`config.mk`:
```
export PLATFORM = sky130hd
export DESIGN_NAME = adcr_regs
export DESIGN_NICKNAME = d
export VERILOG_FILES = /design/src/rtl/adcr_pkg.sv /design/src/rtl/adcr_regs.sv
export SDC_FILE = /design/constraint.sdc
export NUM_CORES = 1
export LEC_CHECK = 0
export BUFFER_PORTS_ARGS = -buffer_cell sky130_fd_sc_hd__buf_2
export CELL_PAD_IN_SITES_DETAIL_PLACEMENT = 1
export CELL_PAD_IN_SITES_GLOBAL_PLACEMENT = 2
export CORE_MARGIN = 5
export CORE_UTILIZATION = 33
export DETAILED_ROUTE_END_ITERATION = 7
export PLACE_DENSITY_LB_ADDON = 0.1
export SETUP_SLACK_MARGIN = 0.5
export SLEW_MARGIN = 0
export SYNTH_ARGS = -nofsm -noshare
export SYNTH_HDL_FRONTEND = slang
export SYNTH_SLANG_ARGS = --single-unit
export TNS_END_PERCENT = 100
```
`constraint.sdc`:
```
create_clock -name clk_sys -period 5.05 [get_ports clk_sys]
set_input_delay 0.2525 -clock clk_sys [delete_from_list [all_inputs] [get_ports clk_sys]]
set_output_delay 0.2525 -clock clk_sys [all_outputs]
set_load 0.01 [all_outputs]
```
`src/rtl/adcr_pkg.sv`:
```
// Package for the converter start-up and control register bank.
// Assumes a 16-bit register map reached over a 32-bit Avalon-MM slave.
package adcr_pkg;

  // ----------------------------------------
  // Register word indices and address width
  // ----------------------------------------
  localparam logic [3:0] IDX_CONTROL = 4'h1;
  localparam logic [3:0] IDX_STATUS = 4'h2;
  localparam logic [3:0] IDX_GAIN = 4'h4;
  localparam logic [3:0] IDX_THRESH = 4'h5;
  localparam logic [3:0] IDX_DATA = 4'h6;
  localparam logic [3:0] IDX_PINS = 4'h7;
  localparam int ADDR_W = 6;

  // ----------------------------------------
  // Reset values and control masks
  // ----------------------------------------
  localparam logic [15:0] CONTROL_RST = 16'h0000;
  localparam logic [15:0] GAIN_RST = 16'hA000;
  localparam logic [15:0] THRESH_RST = 16'hCCCC;
  localparam logic [15:0] CONTROL_MASK = 16'h6A8F;
  localparam logic [15:0] SELF_CLEAR_MASK = 16'h7A00;

  // ----------------------------------------
  // Control field positions
  // ----------------------------------------
  localparam int B_RD_THR = 14;
  localparam int B_RD_GAIN = 13;
  localparam int B_RD_STAT = 11;
  localparam int B_ALIGN = 9;
  localparam int B_BYPASS = 7;
  localparam int B_PDOWN = 3;
  localparam int B_LOW_POWER_SETTING = 2;
  localparam int B_REFOFF = 1;
  localparam int B_AMPOFF = 0;

  // ----------------------------------------
  // Status field positions and fixed bits
  // ----------------------------------------
  localparam int S_SETTLED = 10;
  localparam int S_OVR = 8;
  localparam int S_REFON = 4;
  localparam int S_AMPON = 3;
  localparam int S_LOW_POWER_SETTING = 2;
  localparam logic [15:0] STATUS_FIXED = 16'hC040;

  // ----------------------------------------
  // Timing
  // ----------------------------------------
  localparam int CLK_HZ = 25000000;
  localparam int START_GAP_CYC = 2;
  localparam int SETTLE_CYC_DEF = 4096;

  typedef enum logic [1:0] {
    ADCR_SEL_DATA,
    ADCR_SEL_THRESH,
    ADCR_SEL_GAIN,
    ADCR_SEL_STATUS
  } adcr_sel_e;

  typedef struct packed {
    logic power_down;
    logic low_power_setting;
    logic ref_buf_off;
    logic amplifier_disable;
    logic ref_bypass;
  } adcr_ana_s;

endpackage

```
`src/rtl/adcr_regs.sv`:
```
// Control register bank and start-up sequencer of the converter's digital side.
// Assumes the conversion word and overrange flag come from the filter datapath,
// and that sync_n is already synchronous to clk_sys.
//
// The Avalon-MM register port was chosen for this implementation.

// Contract
// - Data flagged invalid until filter settles, then settled flag set.
// - Default gain and threshold used until written; both readable and writable.
// - Register write is an address followed by a 16-bit data word.
// - Control at 0x0001, reset 0x0000, documented fields only, others zero.
// - Threshold select makes the next read return the threshold register.
// - Gain select makes the next read return the gain register.
// - Control drives reference buffer, amplifier and power-down.
// - Status select makes the next read return the status register.
// - Bits 14 to 11 and 9 clear themselves after taking effect.
// - Power-down bit stops the converter without reset; zero resumes.
module adcr_regs #(
  parameter int SETTLE_CYC = adcr_pkg::SETTLE_CYC_DEF
) (
  input wire logic clk_sys,
  input wire logic rst,
  input wire logic [adcr_pkg::ADDR_W-1:0] avs_address,
  input wire logic avs_read,
  input wire logic avs_write,
  input wire logic [31:0] avs_writedata,
  input wire logic [3:0] avs_byteenable,
  output logic [31:0] avs_readdata,
  output logic avs_waitrequest,
  output logic [1:0] avs_response,
  input wire logic sync_n,
  input wire logic [23:0] conv_data,
  input wire logic conv_valid,
  input wire logic overrange,
  input wire logic [1:0] dec_rate,
  output adcr_pkg::adcr_ana_s ana_ctrl,
  output logic filter_restart,
  output logic filter_settled_flag,
  output logic [15:0] gain_value,
  output logic [15:0] threshold_value
);

  // ----------------------------------------
  // State
  // ----------------------------------------
  logic [15:0] control;
  adcr_pkg::adcr_sel_e read_sel;
  logic [23:0] data_hold;
  logic [1:0] start_cnt;
  logic [31:0] settle_cnt;
  logic sync_q;
  logic busy;
  logic ack;
  logic [3:0] idx;
  logic hit;
  logic wr_take;
  logic rd_take;
  logic align_req;
  logic [15:0] status_word;
  logic [15:0] wdata;
  logic [15:0] next_control;

  // ----------------------------------------
  // Bus decode
  // ----------------------------------------
  // One wait cycle per access keeps readdata registered: the answer is
  // at the second edge of the request.
  assign idx = avs_address[5:2];
  assign hit = (avs_address[1:0] == 2'h0) &&
               (idx == adcr_pkg::IDX_CONTROL || idx == adcr_pkg::IDX_STATUS ||
                idx == adcr_pkg::IDX_GAIN || idx == adcr_pkg::IDX_THRESH ||
                idx == adcr_pkg::IDX_DATA || idx == adcr_pkg::IDX_PINS);
  assign avs_waitrequest = (avs_read || avs_write) && !ack;
  assign wr_take = avs_write && ack && hit;
  assign rd_take = avs_read && ack && hit;
  assign wdata = {avs_byteenable[1] ? avs_writedata[15:8] : 8'h00,
                  avs_byteenable[0] ? avs_writedata[7:0] : 8'h00};

  // Start-up gap and busy: nothing is accepted for two cycles after reset
  always_ff @(posedge clk_sys) begin
    if (rst) begin
      start_cnt <= 2'h0;
    end else if (start_cnt != 2'(adcr_pkg::START_GAP_CYC)) begin
      start_cnt <= start_cnt + 2'h1;
    end
  end
  assign busy = (start_cnt != 2'(adcr_pkg::START_GAP_CYC));

  // Acknowledge pulse
  always_ff @(posedge clk_sys) begin
    if (rst) begin
      ack <= 1'b0;
    end else begin
      ack <= (avs_read || avs_write) && !ack && !busy;
    end
  end

  // Unmapped addresses answer with a slave error
  always_ff @(posedge clk_sys) begin
    if (rst) begin
      avs_response <= 2'h0;
    end else if ((avs_read || avs_write) && !ack) begin
      avs_response <= hit ? 2'h0 : 2'h2;
    end
  end

  // ----------------------------------------
  // Control register
  // ----------------------------------------
  // Select and align bits are stored only for one cycle, then self-clear.
  always_comb begin
    next_control = control & ~adcr_pkg::SELF_CLEAR_MASK;
    if (wr_take && idx == adcr_pkg::IDX_CONTROL) begin
      next_control = wdata & adcr_pkg::CONTROL_MASK;
    end
  end

  always_ff @(posedge clk_sys) begin
    if (rst) begin
      control <= adcr_pkg::CONTROL_RST;
    end else begin
      control <= next_control;
    end
  end

  // Analog and power controls; power-down keeps all register state
  assign ana_ctrl.power_down = control[adcr_pkg::B_PDOWN];
  assign ana_ctrl.low_power_setting = control[adcr_pkg::B_LOW_POWER_SETTING];
  assign ana_ctrl.ref_buf_off = control[adcr_pkg::B_REFOFF];
  assign ana_ctrl.amplifier_disable = control[adcr_pkg::B_AMPOFF];
  assign ana_ctrl.ref_bypass = control[adcr_pkg::B_BYPASS] & control[adcr_pkg::B_REFOFF];

  // ----------------------------------------
  // Read select, consumed by one data read
  // ----------------------------------------
  // Priority threshold > gain > status if the host breaks the one-bit rule.
  always_ff @(posedge clk_sys) begin
    if (rst) begin
      read_sel <= adcr_pkg::ADCR_SEL_DATA;
    end else if (wr_take && idx == adcr_pkg::IDX_CONTROL) begin
      if (wdata[adcr_pkg::B_RD_THR]) begin
        read_sel <= adcr_pkg::ADCR_SEL_THRESH;
      end else if (wdata[adcr_pkg::B_RD_GAIN]) begin
        read_sel <= adcr_pkg::ADCR_SEL_GAIN;
      end else if (wdata[adcr_pkg::B_RD_STAT]) begin
        read_sel <= adcr_pkg::ADCR_SEL_STATUS;
      end
    end else if (rd_take && idx == adcr_pkg::IDX_DATA) begin
      read_sel <= adcr_pkg::ADCR_SEL_DATA;
    end
  end

  // ----------------------------------------
  // Gain and threshold registers
  // ----------------------------------------
  always_ff @(posedge clk_sys) begin
    if (rst) begin
      gain_value <= adcr_pkg::GAIN_RST;
    end else if (wr_take && idx == adcr_pkg::IDX_GAIN) begin
      gain_value <= wdata;
    end
  end

  always_ff @(posedge clk_sys) begin
    if (rst) begin
      threshold_value <= adcr_pkg::THRESH_RST;
    end else if (wr_take && idx == adcr_pkg::IDX_THRESH) begin
      threshold_value <= wdata;
    end
  end

  // ----------------------------------------
  // Filter alignment and settling
  // ----------------------------------------
  // Rising edge of sync_n ends a pulse; align bit does the same from software.
  always_ff @(posedge clk_sys) begin
    if (rst) begin
      sync_q <= 1'b1;
    end else begin
      sync_q <= sync_n;
    end
  end
  assign align_req = (sync_n && !sync_q) || control[adcr_pkg::B_ALIGN];
  assign filter_restart = align_req;

  // Settled flag rises once the count elapses; restart clears it again
  always_ff @(posedge clk_sys) begin
    if (rst || align_req) begin
      settle_cnt <= 32'h0;
      filter_settled_flag <= 1'b0;
    end else if (!ana_ctrl.power_down && !filter_settled_flag) begin
      if (settle_cnt == 32'(SETTLE_CYC - 1)) begin
        filter_settled_flag <= 1'b1;
      end else begin
        settle_cnt <= settle_cnt + 32'h1;
      end
    end
  end

  // Latest conversion result
  always_ff @(posedge clk_sys) begin
    if (rst) begin
      data_hold <= 24'h0;
    end else if (conv_valid) begin
      data_hold <= conv_data;
    end
  end

  // ----------------------------------------
  // Status word and read data
  // ----------------------------------------
  always_comb begin
    status_word = adcr_pkg::STATUS_FIXED;
    status_word[adcr_pkg::S_SETTLED] = filter_settled_flag;
    status_word[adcr_pkg::S_OVR] = overrange;
    status_word[adcr_pkg::S_REFON] = !ana_ctrl.ref_buf_off;
    status_word[adcr_pkg::S_AMPON] = !ana_ctrl.amplifier_disable;
    status_word[adcr_pkg::S_LOW_POWER_SETTING] = ana_ctrl.low_power_setting;
    status_word[1:0] = dec_rate;
  end

  // Data word: result plus settled flag in bit 31 so software can discard it
  always_ff @(posedge clk_sys) begin
    if (rst) begin
      avs_readdata <= 32'h0;
    end else if (avs_read && !ack && !hit) begin
      avs_readdata <= 32'h0; // Misaligned or unmapped: never leak a register
    end else if (avs_read && !ack) begin
      case (idx)
        adcr_pkg::IDX_CONTROL: avs_readdata <= {16'h0, control};
        adcr_pkg::IDX_STATUS: avs_readdata <= {16'h0, status_word};
        adcr_pkg::IDX_GAIN: avs_readdata <= {16'h0, gain_value};
        adcr_pkg::IDX_THRESH: avs_readdata <= {16'h0, threshold_value};
        adcr_pkg::IDX_PINS: avs_readdata <= {31'h0, sync_n};
        adcr_pkg::IDX_DATA: begin
          case (read_sel)
            adcr_pkg::ADCR_SEL_THRESH: avs_readdata <= {16'h0, threshold_value};
            adcr_pkg::ADCR_SEL_GAIN: avs_readdata <= {16'h0, gain_value};
            adcr_pkg::ADCR_SEL_STATUS: avs_readdata <= {16'h0, status_word};
            default: avs_readdata <= {filter_settled_flag, 7'h0, data_hold};
          endcase
        end
        default: avs_readdata <= 32'h0;
      endcase
    end
  end

endmodule

```
After elaboration in Yosys (flattened, before gate mapping)
Index checks and enable logic that the tools add are counted.

Bits in registers: 139. Bits of input ports: 75. Output and inout port bits: 74. Word-level logic and storage cells: 79.

Add/subtract/negate cells: 2. Eq/ne operators: 12. Muxes and demuxes: 10. Bitwise logic cells: 3. Reductions and logical operators: 38.

Operator list (number): 32-bit case mux with 6 select lines (1); 32-bit case mux with 3 select lines (1); 32-bit by 1-bit adder with 32-bit output, second input constant (1); 32-bit by 12-bit == test with 1-bit output, second input constant (1); 4-bit by 3-bit == test with 1-bit output, second input constant (4); 8-bit 2-to-1 mux (2); 1-bit logical AND (15); 2-bit 2-to-1 mux (6); 1-bit zero test (8); 1-bit logical OR (8); 2-bit AND reduction (3); 2-bit == test, second input constant (2); 4-bit by 1-bit == test with 1-bit output, second input constant (1); 4-bit by 2-bit == test with 1-bit output, second input constant (1); 4-bit inequality test, second input constant (1); 2-bit OR reduction (2); 2-bit by 1-bit adder with 2-bit output, second input constant (1); 2-bit by 1-bit == test with 1-bit output, second input constant (1); 2-bit zero test (1); 2-bit inequality test, second input constant (1); 1-bit NOT (2); 2-bit nonzero test (1); 1-bit bitwise AND (1).

Depth between registers and ports, before layout
Word-level depth: 11. Mapped depth: 7. Mapped depth without buffers: 6.

Worst setup path after synthesis
Ideal clock, no wire load.

Kind: register to register. From: register filter_settled_flag. To: register settle_cnt[29]. Library setup time: 0.071 ns. Arrival: 1.915 ns. Data required time: 4.979 ns. Path slack: 3.065 ns. Cell stages (with the launch flop): 7. Path buffers: 1. Clock period less this slack: 1.985 ns. Cells stage by stage: dfxtp_1 -> nor2_1 -> nand4_2 -> or4_4 -> buf_6 -> or4_1 -> a21oi_1.

Cells in the longest elaborated chain, start to end: 3.

RTL lines: from (decl) (line adcr_regs.sv:38) `output logic filter_settled_flag,`; from (signal assigned) (line adcr_regs.sv:190) `filter_settled_flag <= 1'b0;`; from (signal assigned) (line adcr_regs.sv:193) `filter_settled_flag <= 1'b1;`; 1-bit zero test (line adcr_regs.sv:191) `end else if (!ana_ctrl.power_down && !filter_settled_flag) begin`; 1-bit logical AND (line adcr_regs.sv:191); 2-bit AND reduction (no line); to (signal assigned) (line adcr_regs.sv:195) `settle_cnt <= settle_cnt + 32'h1;`; to (decl) (line adcr_regs.sv:50) `logic [31:0] settle_cnt;`.

Every way passes these cells. A chain may end at the register's enable or synchronous reset.

Worst setup path after layout
From: register control[3]. To: register settle_cnt[31].

Cells in the longest elaborated chain, start to end: 3.

RTL lines: from (decl) (line adcr_regs.sv:46) `logic [15:0] control;`; from (signal assigned) (line adcr_regs.sv:120) `control <= adcr_pkg::CONTROL_RST;`; from (signal assigned) (line adcr_regs.sv:122) `control <= next_control;`; 1-bit zero test (line adcr_regs.sv:191); 1-bit logical AND (line adcr_regs.sv:191); 2-bit AND reduction (no line).

Every way passes these cells.

==> out/qor.csv <==
metric,value,unit
dieArea,21000,sq um
ys.flop_type,dfxtp_1,
hold_violations,0,
antennaDiodeCount,0,
synth_edf_count,0,
cp-start-kind,register,
ys_seq_elements,130,
skew,0.00957,ns
rrSetupSlack,2.26,ns
ctsResizeCount,0,
syn-cell-area,6000,sq um
coreArea,17900,sq um
slew_viol_final,0,
grt_overflow,0,
dp_hpwl,14700,um
grt_use_total,19.5,%
hold_depth,3,
fin_tns_setup,0,ns
fp.dieW,145,um
root_buffer,clkbuf_16,
die_y,145,um
clock-sinks,130,
hold_buffers,0,
required,5.39,ns
cts_buffers,17,
first_global_vias,5825,
grt_first_pass_wirelength,31900,um
fin_crit,2.79,ns
synth_seq_area_share,43.4,%
detail_route.wl_per_cell,18.9,um
drtIter0Drc,282,
ir_drop,217,uV
area_delta_synth_final,22.6,%
vias,5592,
finalSetupViolCount,0,
async_reset_ff_share,0,%
syn_area_per_cell,8.41,sq um
tightestPinTransition,1.02,ns
yosysWarnings,0,
port_buffers,122,
cp_data_arrival_time,3.13,ns
p_total,0.00257,W
antenna_found_initial,0,
clk_latency,0.42,ns
nets,885,
p_per_area,350,nW/um^2
fmax,0.359,GHz
r2r-end,settle_cnt[31],
setup.worst_path.class,reg2reg,
max-cap-violations,0,
start_util,33.5,%
maxSlewHeadroom,31.9,%
max_stage_delay,0.73,ns
remaining_drc_errors,0,
path_clk_slew,0.06,ns
drt_wl_total,19800,um
drive_above_1_share,22.9,%
cts_buffer_depth,2,
fin_util,41.1,%
outcome,finished clean,
top_level_ports,149,
rsz0062_at_grt,false,
rows,49,
crit_slowest_cell,nor2_1,
syn_inst,713,
gp_congestion,0.800,
ys_types,65,
hp-start,conv_data[13],
detail-route-antenna-nets,0,
drt_pass1_iterations,6,
cts_tree,built,
fin_crit_sh,55.2,%
worstHoldPathType,in2reg,
htree_levels,4,
power.leakage,2.90,nW
rr_startpoint,control[3],
cp_max_fo,13,
grt_max_degree,44,
viasPerCell,5.33,
cts_setup_buffers,0,
ff2ff_path_depth,5,
end_kind,register,
cp_cell_sequence,nor2_1 > nand4_2 > or4_4 > or4_1 > a21oi_1,
min_to,data_hold[13],
[per-stage QoR]
step	cells	hold WS, ns	cell area (sq um)	setup WS (ns)
finish	1049	0.0698	7350	2.26
global route	1049	0.0749	7350	1.99
CTS	1049	0.0569	7350	2.29
detailed placement	1018	0.445	6720	2.32
global placement	1018	0.442	6720	2.33
floorplan	720	0.359	6020	3.06
[registers in the layout, indices dropped and copies added, names as in the netlist]
name                 cells
threshold_value         16
gain_value              16
control                  9
ack                      1
settle_cnt              32
start_cnt                2
read_sel                 2
avs_response             1
sync_q                   1
data_hold               24
filter_settled_flag      1
avs_readdata            25
[how the worst max path moves through the flow]
stage	startpoint	endpoint	slack, ns	cells past startpoint
2_1_floorplan	filter_settled_flag	settle_cnt[29]	3.06	6
3_3_place_gp	control[3]	settle_cnt[31]	2.33	5
3_5_place_dp	control[3]	settle_cnt[31]	2.32	5
4_1_cts	control[3]	settle_cnt[31]	2.29	5
5_1_grt	control[3]	settle_cnt[31]	1.99	5
6_report	control[3]	settle_cnt[31]	2.26	5
[final cells by class]
cell class              instances  area [sq um]
multi-input cells             516          3110
fillers                      2146         10600
flip-flops and latches        130          2600
well taps                     229           287
inverters                      13          48.8
clock buffers                  19           453
repair buffers                130           671
clock inverters                12           181
[cell usage after synthesis, types with 4 or more instances]
cell type | instances | area, sq um
a211o_1 | 10 | 87.6
a211oi_1 | 6 | 45.0
a21boi_0 | 5 | 37.5
a21oi_1 | 72 | 360
a221oi_1 | 4 | 35.0
a222oi_1 | 7 | 70.1
a31o_2 | 4 | 35.0
a31oi_1 | 4 | 25.0
and2_1 | 5 | 31.3
and3_1 | 5 | 31.3
buf_4 | 12 | 90.1
clkbuf_1 | 43 | 161
dfxtp_1 | 130 | 2600
inv_1 | 13 | 48.8
mux2i_1 | 28 | 280
mux4_2 | 5 | 113
nand2_1 | 59 | 221
nand3_1 | 18 | 90.1
nand4_1 | 12 | 75.1
nor2_1 | 115 | 432
nor2b_1 | 4 | 25.0
nor4_1 | 12 | 75.1
o21ai_0 | 18 | 90.1
o21ai_1 | 14 | 70.1
o31ai_1 | 13 | 97.6
or3_1 | 16 | 100
or4_1 | 12 | 90.1
xnor2_1 | 5 | 43.8
[layout by cell type (no fill, tap or decap), types with 7 or more instances in the layout]
cell	instances
buf_2	122
a222oi_1	7
a21oi_1	72
buf_4	8
nor2_1	115
nand2_1	59
o21ai_0	18
nand4_1	12
a211o_1	10
o31ai_1	13
conb_1	8
nor4_1	12
clkbuf_16	17
mux2i_1	28
dfxtp_1	130
or3_1	16
or4_1	12
inv_1	13
o21ai_1	14
nand3_1	18
[report_power, final]
part,internal [W],total (W),switching [W]
clock network,0.000852,0.00133,0.000476
registers,0.00105,0.00107,0.0000159
logic,0.0000665,0.000180,0.000113
[worst max-delay path: cells and delay by family (launching register included)]
kind               cells  cell delay, ns
DFF                    1            0.39
and+or+nand+nor        4            2.16
AOI/OAI and AO/OA      1            0.15
[logic make-up after synthesis]
family                     synth area share (%)
other                                    0.0625
AOI/OAI and AO/OA                          18.6
buffers and inverters                      5.55
DFF                                        43.4
adders and majority gates                 0.417
muxes                                      6.93
xor gates and xnor gates                   1.02
and+or+nand+nor                            24.0
[metal layers]
metal | vias to the layer above | share of wire, % | wire [um] | global-route usage [%]
li1 | 2740 | - | - | -
met1 | 2736 | 46 | 9050 | 25.3
met2 | 105 | 50 | 9840 | 33.1
met3 | 11 | 3.7 | 734 | 4.53
met4 | 0 | 0.90 | 179 | 4.47
met5 | - | 0 | 0 | 0
Note: power is estimated with default switching activity, not from simulation.
